File: src/design/cic_cfg.svh
/*
 Constants of the cascaded interrupt controller: port addresses, field
 positions and reset values. Assumes an 8-bit I/O address bus.
*/
`ifndef CIC_CFG_SVH
`define CIC_CFG_SVH

`define CIC_PRI_EVEN 8'h20
`define CIC_PRI_ODD 8'h21
`define CIC_SEC_EVEN 8'hA0
`define CIC_SEC_ODD 8'hA1

`define CIC_INIT_BIT 4
`define CIC_OPERATIONAL_WORD_THREE_BIT 3
`define CIC_LEVEL_BIT 3
`define CIC_AEOI_BIT 1
`define CIC_ESMM_BIT 6
`define CIC_SMM_BIT 5
`define CIC_POLL_BIT 2
`define CIC_RR_BIT 1
`define CIC_RIS_BIT 0

`define CIC_SLAVE_ID_RST 3'h7
`define CIC_LOWEST_RST 3'h7
`define CIC_MASK_RST 8'h00
`define CIC_CASCADE_CH 3'h2
`define CIC_SPURIOUS_CH 3'h7
`define CIC_UNMAPPED_DATA 8'h00

`endif

File: src/design/cic_pkg.sv
/*
 Types of the cascaded interrupt controller.
 Assumes cic_cfg.svh is available on the include path.
*/
package cic_pkg;

	typedef enum logic [3:0] {
		CIC_RUN = 4'h1,
		CIC_W2 = 4'h2,
		CIC_W3 = 4'h4,
		CIC_W4 = 4'h8
	} cic_phase_type;

	typedef enum logic [2:0] {
		CIC_ROT_CLR = 3'h0,
		CIC_EOI_NS = 3'h1,
		CIC_NOP = 3'h2,
		CIC_EOI_SP = 3'h3,
		CIC_ROT_SET = 3'h4,
		CIC_ROT_EOI_NS = 3'h5,
		CIC_SET_PRIO = 3'h6,
		CIC_ROT_EOI_SP = 3'h7
	} cic_operational_word_two_type;

	typedef struct packed {
		logic [7:0] addr;
		logic wr;
		logic rd;
		logic [7:0] wdata;
	} cic_io_req_type;

	typedef struct packed {
		cic_phase_type phase;
		logic [7:0] request_register;
		logic [7:0] in_service_register;
		logic [7:0] mask_register;
		logic [7:0] req_prev;
		logic [4:0] vec_base;
		logic [2:0] slave_id;
		logic [2:0] lowest;
		logic [2:0] cur;
		logic level_mode;
		logic aeoi;
		logic rot_auto;
		logic smm;
		logic sel_isr;
		logic poll_pend;
	} cic_ctrl_state_type;

	typedef struct packed {
		logic [15:0] pin_s1;
		logic [15:0] pin_s2;
		logic [7:0] rdata;
		logic rvalid;
		logic cas;
		logic [7:0] vec;
		logic vvalid;
	} cic_top_state_type;

endpackage : cic_pkg

File: src/design/cic_prio.sv
/*
 Rotating priority resolver for eight channels.
 Assumes lowest names the channel of least priority; the next one up wins.
*/
`timescale 1ns/1ps

module cic_prio (
	input wire logic [7:0] req,
	input wire logic [7:0] block,
	input wire logic [2:0] lowest,
	output logic found,
	output logic [2:0] chan
);
	import cic_pkg::*;

	always_comb begin
		logic stop;
		logic [2:0] c;
		stop = 1'b0;
		c = 3'h0;
		found = 1'b0;
		chan = 3'h0;
		// Walk from highest to lowest rank; an in-service level stops it
		for (int i = 0; i < 8; i++) begin
			c = lowest + 3'(i + 1);
			if (!stop) begin
				if (block[c]) begin
					stop = 1'b1;
				end else if (req[c]) begin
					found = 1'b1;
					chan = c;
					stop = 1'b1;
				end
			end
		end
	end

endmodule : cic_prio

File: src/design/cic_top.sv
/*
 Primary and secondary eight-channel interrupt controllers, cascaded,
 with their even/odd I/O ports and acknowledge handling.
 Assumes one-cycle io strobes and acknowledge pulses on clk; irq pins are
 asynchronous; timer0_output comes from logic on clk.
*/
// Operation
// - Specific rotation makes named channel lowest, next one highest.
// - Auto rotation makes just-serviced channel lowest priority.
// - With auto rotation on, every end-of-service rotates, automatic or commanded.
// - Auto rotation serves every requester within eight presented requests.
// - Even-port write with bit 4 set is init word one.
// - Init word one resets counter, priority, mask, slave id, special mask, select.
// - Next three odd-port writes are init words two, three, four.
// - Even-port write with bit 4 clear ends init, stored as command.
// - Odd-port write outside init loads the channel mask.
// - Even-port command: bit 3 clear word two, set word three.
// - Secondary behaves the same at ports A0h and A1h.
// - After poll bit, next even-port read returns the poll vector.
// - First read of the controller clears the pending poll.
// - After init word one or reset, status reads give request register.
// - Primary channel zero is driven by timer0_output.
// - Second acknowledge vector: five base bits, channel in low three.
// - First acknowledge sets in-service bit of winner; in edge mode also clears its request bit.
// - In-service channel inhibits equal and lower priority requests.
// - Nonspecific end-of-service clears highest in-service bit; specific named bit.
`timescale 1ns/1ps
`include "cic_cfg.svh"

module cic_ctrl (
	input wire logic clk,
	input wire logic resetn,
	input wire logic wr_even,
	input wire logic wr_odd,
	input wire logic rd_even,
	input wire logic rd_any,
	input wire logic [7:0] wdata,
	input wire logic [7:0] req,
	input wire logic ack1,
	input wire logic ack2,
	output logic intr,
	output logic grant_found,
	output logic [2:0] grant_ch,
	output logic [7:0] vector,
	output logic [7:0] even_data,
	output logic [7:0] odd_data,
	output logic [2:0] slave_id
);
	import cic_pkg::*;

	cic_ctrl_state_type s_q;
	cic_ctrl_state_type s_d;
	logic [7:0] pend;
	logic [7:0] isr_eff;
	logic hi_found;
	logic [2:0] hi_ch;
	logic take;
	cic_operational_word_two_type cmd;

	// Special mask mode lets masked in-service levels stop inhibiting
	assign isr_eff = s_q.smm ? (s_q.in_service_register & ~s_q.mask_register) : s_q.in_service_register;
	assign pend = s_q.request_register & ~s_q.mask_register;
	assign cmd = cic_operational_word_two_type'(wdata[7:5]);

	cic_prio u_grant (
		.req(pend),
		.block(isr_eff),
		.lowest(s_q.lowest),
		.found(grant_found),
		.chan(grant_ch)
	);

	cic_prio u_high (
		.req(isr_eff),
		.block(8'h00),
		.lowest(s_q.lowest),
		.found(hi_found),
		.chan(hi_ch)
	);

	assign intr = grant_found;
	assign take = ack1 | (rd_even & s_q.poll_pend);
	assign vector = {s_q.vec_base, s_q.cur};
	assign slave_id = s_q.slave_id;
	assign odd_data = s_q.mask_register;

	always_comb begin
		if (s_q.poll_pend) begin
			even_data = {grant_found, 4'h0, grant_ch};
		end else if (s_q.sel_isr) begin
			even_data = s_q.in_service_register;
		end else begin
			even_data = s_q.request_register;
		end
	end

	always_comb begin
		logic [7:0] irr_base;
		irr_base = s_q.request_register;
		s_d = s_q;
		s_d.req_prev = req;

		// First acknowledge or poll read: winner moves into service
		if (take) begin
			if (grant_found) begin
				s_d.in_service_register[grant_ch] = 1'b1;
				irr_base[grant_ch] = 1'b0;
				s_d.cur = grant_ch;
			end else begin
				s_d.cur = `CIC_SPURIOUS_CH;
			end
		end

		// New edges are applied after the acknowledge clear, so none is lost
		if (s_q.level_mode) begin
			s_d.request_register = req;
		end else begin
			s_d.request_register = irr_base | (req & ~s_q.req_prev);
		end

		// Automatic end-of-service at the close of the second acknowledge
		if (ack2 && s_q.aeoi) begin
			s_d.in_service_register[s_q.cur] = 1'b0;
			if (s_q.rot_auto) begin
				s_d.lowest = s_q.cur;
			end
		end

		if (wr_even && wdata[`CIC_INIT_BIT]) begin
			s_d.phase = CIC_W2;
			s_d.level_mode = wdata[`CIC_LEVEL_BIT];
			s_d.rot_auto = 1'b0;
			s_d.lowest = `CIC_LOWEST_RST;
			s_d.mask_register = `CIC_MASK_RST;
			s_d.slave_id = `CIC_SLAVE_ID_RST;
			s_d.smm = 1'b0;
			s_d.sel_isr = 1'b0;
			s_d.poll_pend = 1'b0;
			s_d.aeoi = 1'b0;
		end else if (wr_even) begin
			s_d.phase = CIC_RUN;
			if (wdata[`CIC_OPERATIONAL_WORD_THREE_BIT]) begin
				if (wdata[`CIC_ESMM_BIT]) begin
					s_d.smm = wdata[`CIC_SMM_BIT];
				end
				if (wdata[`CIC_POLL_BIT]) begin
					s_d.poll_pend = 1'b1;
				end
				s_d.sel_isr = wdata[`CIC_RR_BIT] & ~wdata[`CIC_RIS_BIT];
			end else begin
				unique case (cmd)
					CIC_ROT_CLR: begin
						s_d.rot_auto = 1'b0;
					end
					CIC_ROT_SET: begin
						s_d.rot_auto = 1'b1;
					end
					CIC_EOI_NS, CIC_ROT_EOI_NS: begin
						if (hi_found) begin
							s_d.in_service_register[hi_ch] = 1'b0;
							if (s_q.rot_auto || cmd == CIC_ROT_EOI_NS) begin
								s_d.lowest = hi_ch;
							end
						end
					end
					CIC_EOI_SP, CIC_ROT_EOI_SP: begin
						s_d.in_service_register[wdata[2:0]] = 1'b0;
						if (s_q.rot_auto || cmd == CIC_ROT_EOI_SP) begin
							s_d.lowest = wdata[2:0];
						end
					end
					CIC_SET_PRIO: begin
						s_d.lowest = wdata[2:0];
					end
					CIC_NOP: begin
					end
				endcase
			end
		end

		if (wr_odd) begin
			unique case (s_q.phase)
				CIC_W2: begin
					s_d.vec_base = wdata[7:3];
					s_d.phase = CIC_W3;
				end
				CIC_W3: begin
					s_d.slave_id = wdata[2:0];
					s_d.phase = CIC_W4;
				end
				CIC_W4: begin
					s_d.aeoi = wdata[`CIC_AEOI_BIT];
					s_d.phase = CIC_RUN;
				end
				CIC_RUN: begin
					s_d.mask_register = wdata;
				end
			endcase
		end

		// Any read ends a pending poll, even one of the odd port
		if (rd_any) begin
			s_d.poll_pend = 1'b0;
		end
	end

	always_ff @(posedge clk) begin
		if (!resetn) begin
			s_q <= '0;
			s_q.phase <= CIC_RUN;
			s_q.lowest <= `CIC_LOWEST_RST;
			s_q.slave_id <= `CIC_SLAVE_ID_RST;
			s_q.mask_register <= `CIC_MASK_RST;
		end else begin
			s_q <= s_d;
		end
	end

endmodule : cic_ctrl

module cic_top (
	input wire logic clk,
	input wire logic resetn,
	input cic_pkg::cic_io_req_type io_req,
	output logic [7:0] io_rdata,
	output logic io_rdata_valid,
	input wire logic [15:0] irq_pins,
	input wire logic timer0_output,
	input wire logic ack_first,
	input wire logic ack_second,
	output logic intr,
	output logic [7:0] ack_vector,
	output logic ack_vector_valid
);
	import cic_pkg::*;

	cic_top_state_type s_q;
	cic_top_state_type s_d;
	logic [7:0] pri_req;
	logic pri_found;
	logic [2:0] pri_ch;
	logic [7:0] pri_vec;
	logic [7:0] pri_even;
	logic [7:0] pri_odd;
	logic sec_intr;
	logic sec_ack1;
	logic [7:0] sec_vec;
	logic [7:0] sec_even;
	logic [7:0] sec_odd;
	logic [2:0] sec_id;
	logic pri_sel;
	logic sec_sel;

	// Channel 2 of the primary carries the secondary's request
	assign pri_req = {s_q.pin_s2[7:3], sec_intr, s_q.pin_s2[1],
		timer0_output};
	assign pri_sel = {io_req.addr[7:1], 1'b0} == `CIC_PRI_EVEN;
	assign sec_sel = {io_req.addr[7:1], 1'b0} == `CIC_SEC_EVEN;
	// Secondary answers only when the cascade code matches its slave id
	assign sec_ack1 = ack_first & pri_found & (pri_ch == `CIC_CASCADE_CH)
		& (sec_id == pri_ch);

	cic_ctrl u_pri (
		.clk(clk),
		.resetn(resetn),
		.wr_even(io_req.wr & pri_sel & ~io_req.addr[0]),
		.wr_odd(io_req.wr & pri_sel & io_req.addr[0]),
		.rd_even(io_req.rd & pri_sel & ~io_req.addr[0]),
		.rd_any(io_req.rd & pri_sel),
		.wdata(io_req.wdata),
		.req(pri_req),
		.ack1(ack_first),
		.ack2(ack_second),
		.intr(intr),
		.grant_found(pri_found),
		.grant_ch(pri_ch),
		.vector(pri_vec),
		.even_data(pri_even),
		.odd_data(pri_odd),
		.slave_id()
	);

	cic_ctrl u_sec (
		.clk(clk),
		.resetn(resetn),
		.wr_even(io_req.wr & sec_sel & ~io_req.addr[0]),
		.wr_odd(io_req.wr & sec_sel & io_req.addr[0]),
		.rd_even(io_req.rd & sec_sel & ~io_req.addr[0]),
		.rd_any(io_req.rd & sec_sel),
		.wdata(io_req.wdata),
		.req(s_q.pin_s2[15:8]),
		.ack1(sec_ack1),
		.ack2(ack_second & s_q.cas),
		.intr(sec_intr),
		.grant_found(),
		.grant_ch(),
		.vector(sec_vec),
		.even_data(sec_even),
		.odd_data(sec_odd),
		.slave_id(sec_id)
	);

	assign io_rdata = s_q.rdata;
	assign io_rdata_valid = s_q.rvalid;
	assign ack_vector = s_q.vec;
	assign ack_vector_valid = s_q.vvalid;

	always_comb begin
		s_d = s_q;
		s_d.pin_s1 = irq_pins;
		s_d.pin_s2 = s_q.pin_s1;
		s_d.rvalid = io_req.rd;
		s_d.vvalid = ack_second;
		if (ack_first) begin
			s_d.cas = sec_ack1;
		end
		if (ack_second) begin
			s_d.vec = s_q.cas ? sec_vec : pri_vec;
		end
		if (io_req.rd) begin
			unique case (io_req.addr)
				`CIC_PRI_EVEN: s_d.rdata = pri_even;
				`CIC_PRI_ODD: s_d.rdata = pri_odd;
				`CIC_SEC_EVEN: s_d.rdata = sec_even;
				`CIC_SEC_ODD: s_d.rdata = sec_odd;
				default: s_d.rdata = `CIC_UNMAPPED_DATA;
			endcase
		end
	end

	always_ff @(posedge clk) begin
		if (!resetn) begin
			s_q <= '0;
		end else begin
			s_q <= s_d;
		end
	end

endmodule : cic_top

File: config.mk
export PLATFORM = sky130hd
export DESIGN_NAME = cic_top
export DESIGN_NICKNAME = d
export VERILOG_FILES = /design/src/design/cic_pkg.sv /design/src/design/cic_prio.sv /design/src/design/cic_top.sv
export VERILOG_INCLUDE_DIRS = /design/src /design/src/design
export SDC_FILE = /design/constraint.sdc
export NUM_CORES = 1
export LEC_CHECK = 0
export BUFFER_PORTS_ARGS = -buffer_cell sky130_fd_sc_hd__buf_2
export CAP_MARGIN = 20
export CORE_MARGIN = 1
export CORE_UTILIZATION = 60
export CTS_CLUSTER_DIAMETER = 30
export DETAILED_ROUTE_END_ITERATION = 12
export HOLD_SLACK_MARGIN = 0.15
export PLACE_DENSITY_LB_ADDON = 0.08
export SETUP_SLACK_MARGIN = 0.05
export SLEW_MARGIN = 20
export SYNTH_ARGS = -nofsm -noshare
export SYNTH_HDL_FRONTEND = slang
export SYNTH_HIERARCHICAL = 1
export SYNTH_SLANG_ARGS = --single-unit
File: constraint.sdc
create_clock -name clk -period 5.9 [get_ports clk]
set_input_delay 1.18 -clock clk [delete_from_list [all_inputs] [get_ports clk]]
set_output_delay 1.18 -clock clk [all_outputs]
set_load 0.02 [all_outputs]
==> flow_summary.toml <==
[placed_design]
detailedPlacementHpwl_um = 25800
gpl.final_weighted_congestion = 0.931
portBuffers = 55
post_dp_cell_area_um2 = 13800
dp_slack_ns = 0.947

[drt]
drt_drc_violations_left = 0
drt_first_iter_violations = 1244
first_pass_iters = 5
detail_route.wl_per_cell_um = 19.0
via_count = 11800
drtAntennaViolNets = 0
vias_per_cell = 6.34
detail_route.wirelength_um = 35500

[floorplan]
effective_utilization_at_floorplan = 0.612
chipHeight_um = 151
design.portCount = 58
dieWidth_um = 151
design.die.area_um2 = 22900
core_um2 = 21900
rows = 54

[layout]
num-fill-cells = 1900
multi_input_comb_area_um2 = 9640
postLayoutCellArea_um2 = 14400
layout.nets = 1619
antenna-diode-count = 0
final_layout_size_suffix_gt1_frac = 0.172
areaGrowthSynthToFinish_pct = 7.14
seq_area_um2 = 3130

[timing]
fmax_mhz = 198
final_period_minus_worst_setup_slack_ns = 5.05
setup_viol = 0
unrepaired_setup_endpoints_after_global_routing = "no"
final.period_utilization = 0.857
final-max-slew-violation-count = 0
maxSlewHeadroom = 0.310
fin_setup_tns_ns = 0
worstMarginPinSlew_ns = 1.04
setup_slack_ns = 0.846
finalHoldViolCount = 0
skew_ns = 0.00983

[logic_synthesis]
synth_warnings = 6
syn-instance-count = 1489
post_synthesis_instance_area_um2 = 13400
syn_area_per_cell_um2 = 9.00

[worst_hold_path]
timing.hold.worst_endpoint = "s_q[28]$_SDFF_PN0_"
min-delay-path-class = "reg -> reg"
min_path_cells = 1
hp-start = "s_d[28]$_SDFF_PN0_"

[outcome]
outcome = "finished, final reports clean"

[global_route]
grtUsageTotal = 0.316
grt_antenna_before_repair = 0
first_global_vias = 10700
grt_start_max_net_pins = 78
first_pass_grt_wire_length_um = 56600
globalRoute.totalOverflow = 0

[setup_path]
critPathMaxStageDelay_ns = 0.87
startpoint_type = "flip-flop"
critical_path.reg2reg.startpoint = "u_pri/s_q[9]$_SDFF_PP1_"
worst_ep_required_ns = 6.25
worst_path_max_delay_cell = "sky130_fd_sc_hd__ha_1"
timing.critical_path.cells = "inv_1 -> ha_1 -> inv_2 -> mux4_2 -> o2111ai_4 -> and4bb_4 -> a32oi_1 -> o21ai_1 -> a22oi_2 -> nand4b_1 -> nor4_1 -> a21oi_2 -> nor4b_1 -> o221ai_1 -> a21oi_1"
reg2reg_to = "u_sec/s_q[38]$_SDFF_PN0_"
setup.worst_path.end_class = "flip-flop"
critical_path_start_end_classification = "reg -> reg"
critical_path_arrival_ns = 5.40
reg2reg_setup_slack_ns = 0.85
reg2reg_depth = 15
crit_path_max_fanout = 22

[clock_tree]
cts_resized = 0
hold_buffers = 0
clk-insertion-delay-late_ns = 0.42
inserted_clock_buffers = 17
cts-root-to-sink-buffers = 2
cts.clk_slew.worst_paths_ns = 0.07
post-cts-setup-buffer-count = 0
numClockSinks = 156
ctsHtreeMaxLevel = 4
cts_root_buffer = "sky130_fd_sc_hd__clkbuf_16"
cts_tree = "built"

[power_and_ir_drop]
reported_net_switching_power_mw = 0.853
p_per_area_nw_per_um2 = 190
power.sequential.fraction = 0.407
power_switching_share = 0.312
static-leakage-power_nw = 5.64
ir_worst_vdd_v = 0.000226
power_frac_comb = 0.200
power.clock.fraction = 0.393
internal_power_mw = 1.88

[run]
max_cap_violations = 0
[state kept, by name (all words and copies together), names as in the netlist]
name              cells
io_rdata              8
ack_vector_valid      1
u_sec/slave_id        3
pri_req               6
s_d                  14
u_sec/vector          8
ack_vector            8
u_sec/s_q            37
s_q                   9
u_pri/odd_data        8
io_rdata_valid        1
u_sec/odd_data        8
u_pri/s_q            37
u_pri/vector          8
[through the flow]
step | util | total power, mW | hold slack (ns) | instances
5_1_grt | 0.656 | 2.84 | 0.448 | 1865
6_report | 0.656 | 2.73 | 0.432 | 1865
4_1_cts | 0.656 | 2.73 | 0.433 | 1865
3_5_place_dp | 0.629 | 1.66 | 0.418 | 1833
3_3_place_gp | 0.629 | 1.65 | 0.413 | 1833
2_1_floorplan | - | 1.53 | 0.412 | 1611
[cell usage in the layout, fill, tap and decap left out, types with 16 or more instances in the layout]
cell,n
sky130_fd_sc_hd__buf_2,54
sky130_fd_sc_hd__nand2b_1,41
sky130_fd_sc_hd__a31oi_1,18
sky130_fd_sc_hd__nor2_1,110
sky130_fd_sc_hd__nand3_1,39
sky130_fd_sc_hd__dfxtp_1,150
sky130_fd_sc_hd__nand2_1,134
sky130_fd_sc_hd__mux4_2,79
sky130_fd_sc_hd__a32o_1,16
sky130_fd_sc_hd__conb_1,124
sky130_fd_sc_hd__nor3_1,29
sky130_fd_sc_hd__nor2b_1,61
sky130_fd_sc_hd__mux2i_1,84
sky130_fd_sc_hd__inv_1,36
sky130_fd_sc_hd__buf_4,28
sky130_fd_sc_hd__o21ai_0,51
sky130_fd_sc_hd__o22ai_1,16
sky130_fd_sc_hd__and3_1,18
sky130_fd_sc_hd__a21boi_0,32
sky130_fd_sc_hd__nand3b_1,18
sky130_fd_sc_hd__clkbuf_16,17
sky130_fd_sc_hd__and2_1,57
sky130_fd_sc_hd__a21oi_1,64
[power by group through the flow]
stage	combinational, mW	sequential [mW]	clock [mW]
final	0.546	1.11	1.07
after global placement	0.519	1.13	0
after floorplan	0.406	1.13	0
after detailed placement	0.529	1.13	0
after CTS	0.532	1.11	1.09
after global routing	0.590	1.11	1.14
[worst max-delay path by stage]
stage,startpoint,to,slack (ns)
floorplan,u_pri/s_q[9]$_SDFF_PP1_,u_sec/s_q[47]$_SDFF_PN0_,1.47
global placement,u_pri/s_q[9]$_SDFF_PP1_,u_sec/s_q[47]$_SDFF_PN0_,1.01
detailed placement,u_pri/s_q[9]$_SDFF_PP1_,u_sec/s_q[47]$_SDFF_PN0_,0.95
CTS,u_pri/s_q[9]$_SDFF_PP1_,u_sec/s_q[47]$_SDFF_PN0_,0.94
global route,u_pri/s_q[9]$_SDFF_PP1_,u_sec/s_q[36]$_SDFF_PN0_,0.45
finish,u_pri/s_q[9]$_SDFF_PP1_,u_sec/s_q[38]$_SDFF_PN0_,0.85
[layer usage]
metal / vias up / part of all wire / track usage / routed length (µm)
met4: 0 / 0.022 / 0.0945 / 797
met1: 5619 / 0.45 / 0.455 / 16000
met2: 554 / 0.45 / 0.489 / 15900
met3: 69 / 0.080 / 0.0443 / 2840
li1: 5580 / - / - / -
met5: - / 0 / 0 / 0
[layout make-up]
type	count	share of cell area
Sequential cell	156	0.218
Multi-Input combinational cell	1272	0.672
Clock buffer	17	0.0296
Clock inverter	15	0.0115
Inverter	43	0.0112
Tap cell	280	0.0244
Timing Repair Buffer	82	0.0335
[critical path, delay by kind of cell, from the launching register on]
family	cells	cell delay (ns)
simple gates	4	1.47
fa+ha+maj	1	0.87
mux	1	0.52
compound gates	7	1.50
flops	1	0.33
buf+inv	2	0.28
Power figures use the tool's default switching activity.
